**config.mk**
```make
export PLATFORM = sky130hd
export DESIGN_NAME = kwu_key_wake_unit
export DESIGN_NICKNAME = d
export VERILOG_FILES = /design/src/kwu_pkg.sv /design/src/kwu_key_wake_unit.sv
export SDC_FILE = /design/constraint.sdc
export NUM_CORES = 1
export LEC_CHECK = 0
export ABC_AREA = 1
export BUFFER_PORTS_ARGS = -buffer_cell sky130_fd_sc_hd__buf_2
export CORE_MARGIN = 4
export CORE_UTILIZATION = 42
export CTS_BUF_LIST = sky130_fd_sc_hd__clkbuf_16
export DETAILED_ROUTE_END_ITERATION = 7
export GPL_ROUTABILITY_DRIVEN = 1
export GPL_TIMING_DRIVEN = 0
export PLACE_DENSITY = 0.8
export SYNTH_ARGS = -nofsm -noshare
export SYNTH_HDL_FRONTEND = slang
export SYNTH_SLANG_ARGS = --single-unit
```
**constraint.sdc**
```tcl
create_clock -name ref_clk_i -period 2.1 [get_ports ref_clk_i]
set_clock_uncertainty 0.2 [all_clocks]
set_input_delay 0.315 -clock ref_clk_i [delete_from_list [all_inputs] [get_ports ref_clk_i]]
set_output_delay 0.315 -clock ref_clk_i [all_outputs]
set_load 0.005 [all_outputs]
```
**src/kwu_pkg.sv**
```systemverilog
// Package for the keyboard wake unit: register map, fields, reset values
package kwu_pkg;
  localparam int KWU_PIN_COUNT = 5;
  localparam int KWU_ADDR_W = 4;
  localparam int KWU_DATA_W = 32;
  // Byte addresses of the word registers
  localparam logic [3:0] KWU_OFS_STATUS_CTRL = 4'h0;
  localparam logic [3:0] KWU_OFS_PIN_ENABLE = 4'h4;
  localparam logic [3:0] KWU_OFS_SYS_CTRL = 4'h8;
  // Status/control fields
  localparam int KWU_BIT_PENDING = 3;
  localparam int KWU_BIT_ACK = 2;
  localparam int KWU_BIT_MASK = 1;
  localparam int KWU_BIT_SENS = 0;
  // System control fields
  localparam int KWU_BIT_BREAK_CLR_EN = 0;
  localparam int KWU_BIT_BREAK_STATE = 1;
  localparam int KWU_BIT_CPU_ASLEEP = 2;
  // Reset values
  localparam logic KWU_RST_MASK = 1'b0;
  localparam logic KWU_RST_SENS = 1'b0;
  localparam logic [4:0] KWU_RST_PIN_ENABLE = 5'h00;
  localparam logic KWU_RST_BREAK_CLR_EN = 1'b0;
  localparam logic [15:0] KWU_VECTOR_ADDR_HI = 16'hFFD2;
  localparam logic [15:0] KWU_VECTOR_ADDR_LO = 16'hFFD3;
  localparam logic [31:0] KWU_UNMAPPED_DATA = 32'h0000_0000;
  typedef enum logic [1:0] {
    KWU_BUS_IDLE,
    KWU_BUS_ANSWER
  } kwu_bus_state_e;
endpackage

```
**src/kwu_key_wake_unit.sv**
```systemverilog
// Keyboard wake unit: five pin keyboard interrupt with Avalon-MM registers
// Function
// - Five enabled key pins, port G bits 0-2 and H 0-1, one request
// - Enable bit switches on that pin's pull-up
// - Request latched when enabled pins fall after all were high
// - Edge mode: no new request while another enabled pin is low
// - Level mode: request holds until acknowledged and all pins high
// - Edge mode: acknowledge clears the request at once
// - Vector fetch acts as acknowledge
// - Unmasked request vectors through the two fixed vector locations
// - Falling edge after acknowledge write latches a fresh request
// - Acknowledge bit is write-one-to-clear, reads zero
// - Reset clears request and sensitivity select
// - Pending flag shows request regardless of mask
// - Mask bit blocks the request from the CPU
// - Sensitivity select: 1 edge and level, 0 edge only
// - Status register bits 7-4 read as zero
// - Enable bits choose pin sources, cleared by reset
// - Enable forces pin to input, reads still need direction zero
// - Unmasked request wakes the CPU from wait
// - Unmasked request brings the CPU out of stop
// - In break with clear enable zero, acknowledge writes ignored
`timescale 1ns/1ns
module kwu_key_wake_unit
  import kwu_pkg::*;
#(
  parameter int PIN_COUNT = kwu_pkg::KWU_PIN_COUNT
) (
  input wire logic ref_clk_i,
  input wire logic rst_i,
  // Avalon-MM slave
  input wire logic [kwu_pkg::KWU_ADDR_W-1:0] avs_address_i,
  input wire logic avs_read_i,
  input wire logic avs_write_i,
  input wire logic [kwu_pkg::KWU_DATA_W-1:0] avs_writedata_i,
  input wire logic [3:0] avs_byteenable_i,
  output logic [kwu_pkg::KWU_DATA_W-1:0] avs_readdata_o,
  output logic avs_waitrequest_o,
  // Key pins
  input wire logic [PIN_COUNT-1:0] key_input_pin_i,
  input wire logic [PIN_COUNT-1:0] port_dir_i,
  output logic [PIN_COUNT-1:0] pin_pullup_en_o,
  output logic [PIN_COUNT-1:0] pin_dir_o,
  output logic [PIN_COUNT-1:0] pin_read_level_o,
  // CPU side
  input wire logic vector_fetch_i,
  input wire logic [15:0] vector_addr_i,
  input wire logic break_state_i,
  input wire logic cpu_wait_i,
  input wire logic cpu_stop_i,
  output logic cpu_irq_o,
  output logic cpu_wake_o,
  output logic key_pending_flag_o
);
  import kwu_pkg::*;

  logic [PIN_COUNT-1:0] sync1_reg;
  logic [PIN_COUNT-1:0] sync2_reg;
  logic [PIN_COUNT-1:0] pin_source_enables_reg;
  logic key_request_mask_reg;
  logic key_sensitivity_select_reg;
  logic break_clear_enable_reg;
  logic latch_reg;
  logic latch_next;
  logic all_high_reg;
  logic ack_seen_reg;
  kwu_bus_state_e bus_state_reg;
  logic [KWU_DATA_W-1:0] rdata_next;
  logic [PIN_COUNT-1:0] low_now;
  logic any_low;
  logic wr_take;
  logic sc_hit;
  logic ack_write;
  logic vec_ack;
  logic ack_any;
  logic fall_event;

  // Pins come from outside: two flops before any use
  always_ff @(posedge ref_clk_i or posedge rst_i) begin
    if (rst_i) begin
      sync1_reg <= '1;
      sync2_reg <= '1;
    end else begin
      sync1_reg <= key_input_pin_i;
      sync2_reg <= sync1_reg;
    end
  end

  // Only enabled pins take part
  assign low_now = ~sync2_reg & pin_source_enables_reg;
  assign any_low = |low_now;

  // Remembers that every enabled pin was high last cycle
  always_ff @(posedge ref_clk_i or posedge rst_i) begin
    if (rst_i) begin
      all_high_reg <= 1'b1;
    end else begin
      all_high_reg <= ~any_low;
    end
  end

  // New request only when a low appears after all were high
  assign fall_event = any_low & all_high_reg;

  // Bus: one wait cycle, answer in the next
  assign wr_take = avs_write_i && bus_state_reg == KWU_BUS_ANSWER;
  assign sc_hit = avs_address_i == KWU_OFS_STATUS_CTRL;
  assign ack_write = wr_take && sc_hit && avs_byteenable_i[0]
    && avs_writedata_i[KWU_BIT_ACK]
    && (!break_state_i || break_clear_enable_reg);

  // Fetch of either vector byte acknowledges
  assign vec_ack = vector_fetch_i && (vector_addr_i == KWU_VECTOR_ADDR_HI
    || vector_addr_i == KWU_VECTOR_ADDR_LO);
  assign ack_any = ack_write | vec_ack;

  // Set wins over acknowledge so a fresh edge is never lost
  always_comb begin
    latch_next = latch_reg;
    if (ack_any && !key_sensitivity_select_reg) begin
      latch_next = 1'b0;
    end
    if (key_sensitivity_select_reg && (ack_any || ack_seen_reg)
        && !any_low) begin
      latch_next = 1'b0;
    end
    if (fall_event) begin
      latch_next = 1'b1;
    end
  end

  // Level mode remembers an early acknowledge until all pins return
  always_ff @(posedge ref_clk_i or posedge rst_i) begin
    if (rst_i) begin
      ack_seen_reg <= 1'b0;
    end else if (fall_event || !latch_reg) begin
      ack_seen_reg <= 1'b0;
    end else if (ack_any && key_sensitivity_select_reg) begin
      ack_seen_reg <= 1'b1;
    end
  end

  always_ff @(posedge ref_clk_i or posedge rst_i) begin
    if (rst_i) begin
      latch_reg <= 1'b0;
    end else begin
      // Same value the outputs see, so flag and readback agree
      latch_reg <= latch_next;
    end
  end

  // Control registers
  always_ff @(posedge ref_clk_i or posedge rst_i) begin
    if (rst_i) begin
      key_request_mask_reg <= KWU_RST_MASK;
      key_sensitivity_select_reg <= KWU_RST_SENS;
    end else if (wr_take && sc_hit && avs_byteenable_i[0]) begin
      key_request_mask_reg <= avs_writedata_i[KWU_BIT_MASK];
      key_sensitivity_select_reg <= avs_writedata_i[KWU_BIT_SENS];
    end
  end

  always_ff @(posedge ref_clk_i or posedge rst_i) begin
    if (rst_i) begin
      pin_source_enables_reg <= KWU_RST_PIN_ENABLE[PIN_COUNT-1:0];
    end else if (wr_take && avs_address_i == KWU_OFS_PIN_ENABLE
        && avs_byteenable_i[0]) begin
      pin_source_enables_reg <= avs_writedata_i[PIN_COUNT-1:0];
    end
  end

  always_ff @(posedge ref_clk_i or posedge rst_i) begin
    if (rst_i) begin
      break_clear_enable_reg <= KWU_RST_BREAK_CLR_EN;
    end else if (wr_take && avs_address_i == KWU_OFS_SYS_CTRL
        && avs_byteenable_i[0]) begin
      break_clear_enable_reg <= avs_writedata_i[KWU_BIT_BREAK_CLR_EN];
    end
  end

  // Read mux; unmapped reads return zero, writes there are dropped
  always_comb begin
    rdata_next = KWU_UNMAPPED_DATA;
    case (avs_address_i)
      KWU_OFS_STATUS_CTRL: begin
        rdata_next[KWU_BIT_PENDING] = latch_reg;
        rdata_next[KWU_BIT_MASK] = key_request_mask_reg;
        rdata_next[KWU_BIT_SENS] = key_sensitivity_select_reg;
        // Acknowledge and bits 7-4 stay zero
        rdata_next[KWU_BIT_ACK] = 1'b0;
      end
      KWU_OFS_PIN_ENABLE: begin
        rdata_next[PIN_COUNT-1:0] = pin_source_enables_reg;
      end
      KWU_OFS_SYS_CTRL: begin
        rdata_next[KWU_BIT_BREAK_CLR_EN] = break_clear_enable_reg;
        rdata_next[KWU_BIT_BREAK_STATE] = break_state_i;
        rdata_next[KWU_BIT_CPU_ASLEEP] = cpu_wait_i | cpu_stop_i;
      end
      default: begin
        rdata_next = KWU_UNMAPPED_DATA;
      end
    endcase
  end

  // Waitrequest high until the answer cycle
  always_ff @(posedge ref_clk_i or posedge rst_i) begin
    if (rst_i) begin
      bus_state_reg <= KWU_BUS_IDLE;
      avs_waitrequest_o <= 1'b1;
      avs_readdata_o <= KWU_UNMAPPED_DATA;
    end else begin
      case (bus_state_reg)
        KWU_BUS_IDLE: begin
          if (avs_read_i || avs_write_i) begin
            bus_state_reg <= KWU_BUS_ANSWER;
            avs_waitrequest_o <= 1'b0;
            avs_readdata_o <= rdata_next;
          end
        end
        KWU_BUS_ANSWER: begin
          bus_state_reg <= KWU_BUS_IDLE;
          avs_waitrequest_o <= 1'b1;
        end
        default: begin
          bus_state_reg <= KWU_BUS_IDLE;
          avs_waitrequest_o <= 1'b1;
        end
      endcase
    end
  end

  // Pin control, registered
  always_ff @(posedge ref_clk_i or posedge rst_i) begin
    if (rst_i) begin
      pin_pullup_en_o <= '0;
      pin_dir_o <= '0;
      pin_read_level_o <= '0;
    end else begin
      pin_pullup_en_o <= pin_source_enables_reg;
      pin_dir_o <= port_dir_i & ~pin_source_enables_reg;
      // Level visible to software only with direction bit zero
      pin_read_level_o <= sync2_reg & ~port_dir_i;
    end
  end

  // CPU lines, registered
  always_ff @(posedge ref_clk_i or posedge rst_i) begin
    if (rst_i) begin
      cpu_irq_o <= 1'b0;
      cpu_wake_o <= 1'b0;
      key_pending_flag_o <= 1'b0;
    end else begin
      cpu_irq_o <= latch_next & ~key_request_mask_reg;
      // Wake works in both wait and stop since logic stays clocked
      cpu_wake_o <= latch_next & ~key_request_mask_reg
        & (cpu_wait_i | cpu_stop_i);
      key_pending_flag_o <= latch_next;
    end
  end
endmodule

```
## Word level (Yosys, flattened, before mapping)

Index checks and enable logic that the tools add are counted.
Widths: inputs -> output; s select.

| word-level totals | value |
|---|---|
| flip-flop bits (word level) | 46 |
| input port bits | 74 |
| word-level logic and storage cells | 76 |

| cells by class | value |
|---|---|
| eq/ne operators | 6 |
| mux-type cells | 12 |
| bitwise operators | 13 |
| reduce and logical (&&, ||, !) cells | 28 |

Operators by type and width:

| operator | count |
|---|---|
| $eq 16x16->1 const B | 2 |
| $and 5x5->5 | 3 |
| $not 5->5 | 3 |
| $logic_and 1x1->1 | 14 |
| $pmux 3 s3 | 1 |
| $mux 1 | 8 |
| $logic_or 1x1->1 | 5 |
| $reduce_or 5->1 | 1 |
| $eq 4x3->1 const B | 1 |
| $eq 4x4->1 const B | 1 |
| $logic_not 1->1 | 4 |
| $logic_not 4->1 | 1 |
| $mux 2 | 2 |
| $and 1x1->1 | 3 |
| $eq 2x1->1 const B | 1 |
| $logic_not 2->1 | 1 |
| $ne 2x2->1 const B | 1 |
| $not 1->1 | 2 |
| $or 1x1->1 | 2 |
| $pmux 1 s2 | 1 |
| $reduce_and 2->1 | 1 |
| $reduce_bool 2->1 | 1 |

## Depth between registers and ports, before layout

| depth | value |
|---|---|
| depth in word-level cells | 14 |
| mapped depth | 11 |

## Worst setup path before layout

OpenSTA, ideal clock, no wires.

| path | value |
|---|---|
| path type | register to register |
| start point | register sync2_reg[1] |
| end point | register cpu_wake_o |
| setup time | 119 ps |
| arrival time | 1155 ps |
| data required time | 1781 ps |
| setup slack | 626 ps |
| stages on the path, launching flop included | 11 |
| path buffers | 0 |
| period minus slack after synthesis | 1474 ps |
| cell sequence | dfstp_2 inv_1 nand2_1 nand3_1 or2_1 nand2_1 nand2_1 nand2_1 nand2_2 nand2_2 nor2_1 |

| between the ends | value |
|---|---|
| longest elaborated chain between the ends | 9 |
| elaborated cells on any way between the ends | 10 |
| those cells by class | 2 x mux; 5 x bitwise; 3 x reduce/logical |

Ends and longest elaborated chain:

| what | RTL line | source |
|---|---|---|
| start, declared | kwu_key_wake_unit.sv:58 | `logic [PIN_COUNT-1:0] sync2_reg;` |
| start signal, assigned | kwu_key_wake_unit.sv:85 | `sync2_reg <= sync1_reg;` |
| $not 5->5 (*) | kwu_key_wake_unit.sv:90 | `assign low_now = ~sync2_reg & pin_source_enables_reg;` |
| $and 5x5->5 (*) | kwu_key_wake_unit.sv:90 |  |
| $reduce_or 5->1 (*) | kwu_key_wake_unit.sv:91 | `assign any_low = \|low_now;` |
| $logic_not 1->1 | kwu_key_wake_unit.sv:124 | `&& !any_low) begin` |
| $logic_and 1x1->1 | kwu_key_wake_unit.sv:124 |  |
| $mux 1 | kwu_key_wake_unit.sv:123 | `if (key_sensitivity_select_reg && (ack_any \|\| ack_seen_reg)` |
| $mux 1 (*) | kwu_key_wake_unit.sv:127 | `if (fall_event) begin` |
| net latch_next | kwu_key_wake_unit.sv:64 | `logic latch_next;` |
| $and 1x1->1 (*) | kwu_key_wake_unit.sv:256 | `cpu_wake_o <= latch_next & ~key_request_mask_reg` |
| $and 1x1->1 (*) | kwu_key_wake_unit.sv:257 | `& (cpu_wait_i \| cpu_stop_i);` |
| end signal, assigned | kwu_key_wake_unit.sv:256 |  |
| end, declared | kwu_key_wake_unit.sv:52 | `output logic cpu_wake_o,` |

Mark *: on every way through the listed nets, which the timed path passes. The rest lies on a longest branch.
A chain may end at the register's enable or synchronous reset.

## Worst setup path in the final report

Same ends and word-level chain as after synthesis.

==> results.sh <==
export IMPL_status="completed"
export IMPL_critical_path_required_ns=2.07
export IMPL_power_leakage_nw=1.58
export IMPL_cap_violations=0
export IMPL_die_h_um=75.8
export IMPL_grt_pass1_vias=1350
export IMPL_setup_slack_ns=0.508
export IMPL_cts_tree="done"
export IMPL_io_pins=125
export IMPL_drv_slew=0
export IMPL_rsz0062_at_grt="false"
export IMPL_power_per_cell_area_mw_per_mm2=771
export IMPL_first_pass_iters=5
export IMPL_crit_type="register to register"
export IMPL_grt_pass1_wl_um=5820
export IMPL_place_congestion=0.791
export IMPL_start_util_pct=43.7
export IMPL_die_x_um=75.8
export IMPL_io_buffers=66
export IMPL_startpoint_type="register"
export IMPL_path_clk_slew_ns=0.06
export IMPL_cts_buffers=5
export IMPL_setup_tns_ns=0
export IMPL_root_buffer="clkbuf_16"
export IMPL_worstMarginPinSlew_ns=0.883
export IMPL_reg2reg_depth=10
export IMPL_drc=0
export IMPL_cp_arrival_ns=1.56
export IMPL_clock_sinks=45
export IMPL_post_route_min_period_ns=1.59
export IMPL_hold_viol_final=0
export IMPL_antenna_found_initial=0
export IMPL_syn_to_final_growth_pct=38.4
export IMPL_wirelength_um=3590
export IMPL_syn_instance_count=202
export IMPL_nets=385
export IMPL_worstReg2RegStart="sync2_reg[1]$_DFF_PP1_"
export IMPL_place_hpwl_um=2820
export IMPL_syn_cell_area_mm2=0.00193
export IMPL_hold_class="input pin to asynchronous set/reset pin"
export IMPL_htreeDepth=2
export IMPL_max_vdd_ir_drop_mv=0.340
export IMPL_async_flop_share_pct=100
export IMPL_fin_cells=364
export IMPL_cts_buffer_depth=2
export IMPL_fin_hold_ws_ns=0.0283
export IMPL_r2r_end="cpu_wake_o$_DFF_PP0_"
export IMPL_ys_ff_latch=45
export IMPL_fin_crit_sh_pct=75.8
export IMPL_rows=24
export IMPL_fillers=369
export IMPL_core_mm2=0.00441
export IMPL_postLayoutCoreUtil_pct=60.5
export IMPL_ys_types=20
export IMPL_max_freq_mhz=628
export IMPL_track_usage_pct=13.7
export IMPL_relSlewSlack_pct=41.1
export IMPL_postSynthAreaPerCell_um2=9.56
export IMPL_vias=1463
export IMPL_dpl_cell_count=346
export IMPL_startpoint="sync2_reg[1]$_DFF_PP1_"
export IMPL_overflow=0
export IMPL_end_kind="register"
export IMPL_ys_seq_area_share_pct=59.1
export IMPL_dieArea_mm2=0.00575
export IMPL_layout_drive_gt1_share_pct=40.7
export IMPL_post_place_ws_ns=0.502
export IMPL_wl_per_cell_um=9.86
export IMPL_r2r_slack_ns=0.51
export IMPL_setup_viol=0
export IMPL_post_cts_resized=0
export IMPL_synth_edff_count=0
export IMPL_clkLatencyLatePin_ns=0.28
export IMPL_drtIter0Drc=72
export IMPL_drt_vias_per_instance=4.02
export IMPL_yosysWarnings=0
export IMPL_grt_max_degree=46
export IMPL_synth_top_flop_cell="dfrtp_1"
export IMPL_crit_path_max_fanout=3
export IMPL_drtAntennaViolNets=0
export IMPL_n_antenna_cell=0
placed cells by master (no fill, tap or decap), drive strengths merged:
cell / n
conb: 27
or2: 1
buf: 93
dfstp: 12
o21ai: 8
mux2: 2
a31oi: 2
nand3: 5
a21oi: 6
inv: 32
dfrtp: 33
o211ai: 1
nand2: 46
dlygate4sd3: 10
clkbuf: 5
clkinv: 3
nor2: 26
metal layers:
layer  GRT usage [%]  routed length, um  up-vias
met3            5.01                410        7
met1            14.8               1380      617
li1                -                  -      770
met2            24.4               1740       69
met5               0                  0        -
met4            5.24                 56        0
timing repair:
action                                 CTS  global route
endpoints found under the hold margin   10             0
buffers inserted                         0             0
hold buffers                            10             0
worst max-delay path: stages (launching register included):
cell and delay (ns):
dfstp_2 0.51, inv_1 0.05, nand2_1 0.06, nand3_1 0.07, or2_1 0.25, nand2_1 0.07
nand2_1 0.05, nand2_1 0.06, nand2_2 0.06, nand2_2 0.06, nor2_1 0.04
cell families after synthesis:
logic type,count (synthesis),synth area share [%]
other,1,0.194
buffers and inverters,59,16.7
DFF,45,59.1
muxes,2,1.56
AOI/OAI and AO/OA,17,4.86
and+or+nand+nor,78,17.6
how the worst max path moves through the flow:
stage                                              end  depth (start not counted)  slack, ns
after floorplan               ack_seen_reg$_DFFE_PP0P_                          1       0.55
after global placement    bus_state_reg[0]$_DFFE_PP0P_                          2       0.04
after detailed placement           cpu_irq_o$_DFF_PP0_                         10       0.50
after CTS                          cpu_irq_o$_DFF_PP0_                         10       0.49
final                             cpu_wake_o$_DFF_PP0_                         10       0.51
after global routing              cpu_wake_o$_DFF_PP0_                         10       0.37
power by group:
| group | total, W | switching (W) | internal (W) |
|---|---|---|---|
| Clock | 0.000756 | 0.000314 | 0.000442 |
| Sequential | 0.00101 | 0.0000459 | 0.000967 |
| Combinational | 0.000291 | 0.000142 | 0.000149 |
| Total | 0.00206 | 0.000502 | 0.00156 |
cell type report:
class | count | area (um2) | share of cell area, %
clock inverters | 3 | 22.5 | 0.843
flip-flops and latches | 45 | 1140 | 42.7
inverters | 32 | 120 | 4.50
repair buffers | 76 | 430 | 16.1
multi-input cells | 124 | 564 | 21.1
clock buffers | 5 | 125 | 4.68
plain buffers | 27 | 203 | 7.59
well taps | 52 | 65.1 | 2.44
cell usage after synthesis (3+ instances only):
master   count  area, um2
a21oi_1      6       30.0
buf_4       27        203
dfrtp_1     33        826
dfstp_2     12        315
inv_1       31        116
nand2_1     41        154
nand2_2      5       31.3
nand3_1      3       15.0
nor2_1      24       90.1
o21ai_0      6       30.0
metrics by stage:
stage	total power, W	cell area, um2
5_1_grt	0.00217	2670
2_1_floorplan	0.00118	2030
3_5_place_dp	0.00131	2420
3_3_place_gp	0.00130	2420
4_1_cts	0.00208	2670
6_report	0.00206	2670
Power figures use the tool's default switching activity.
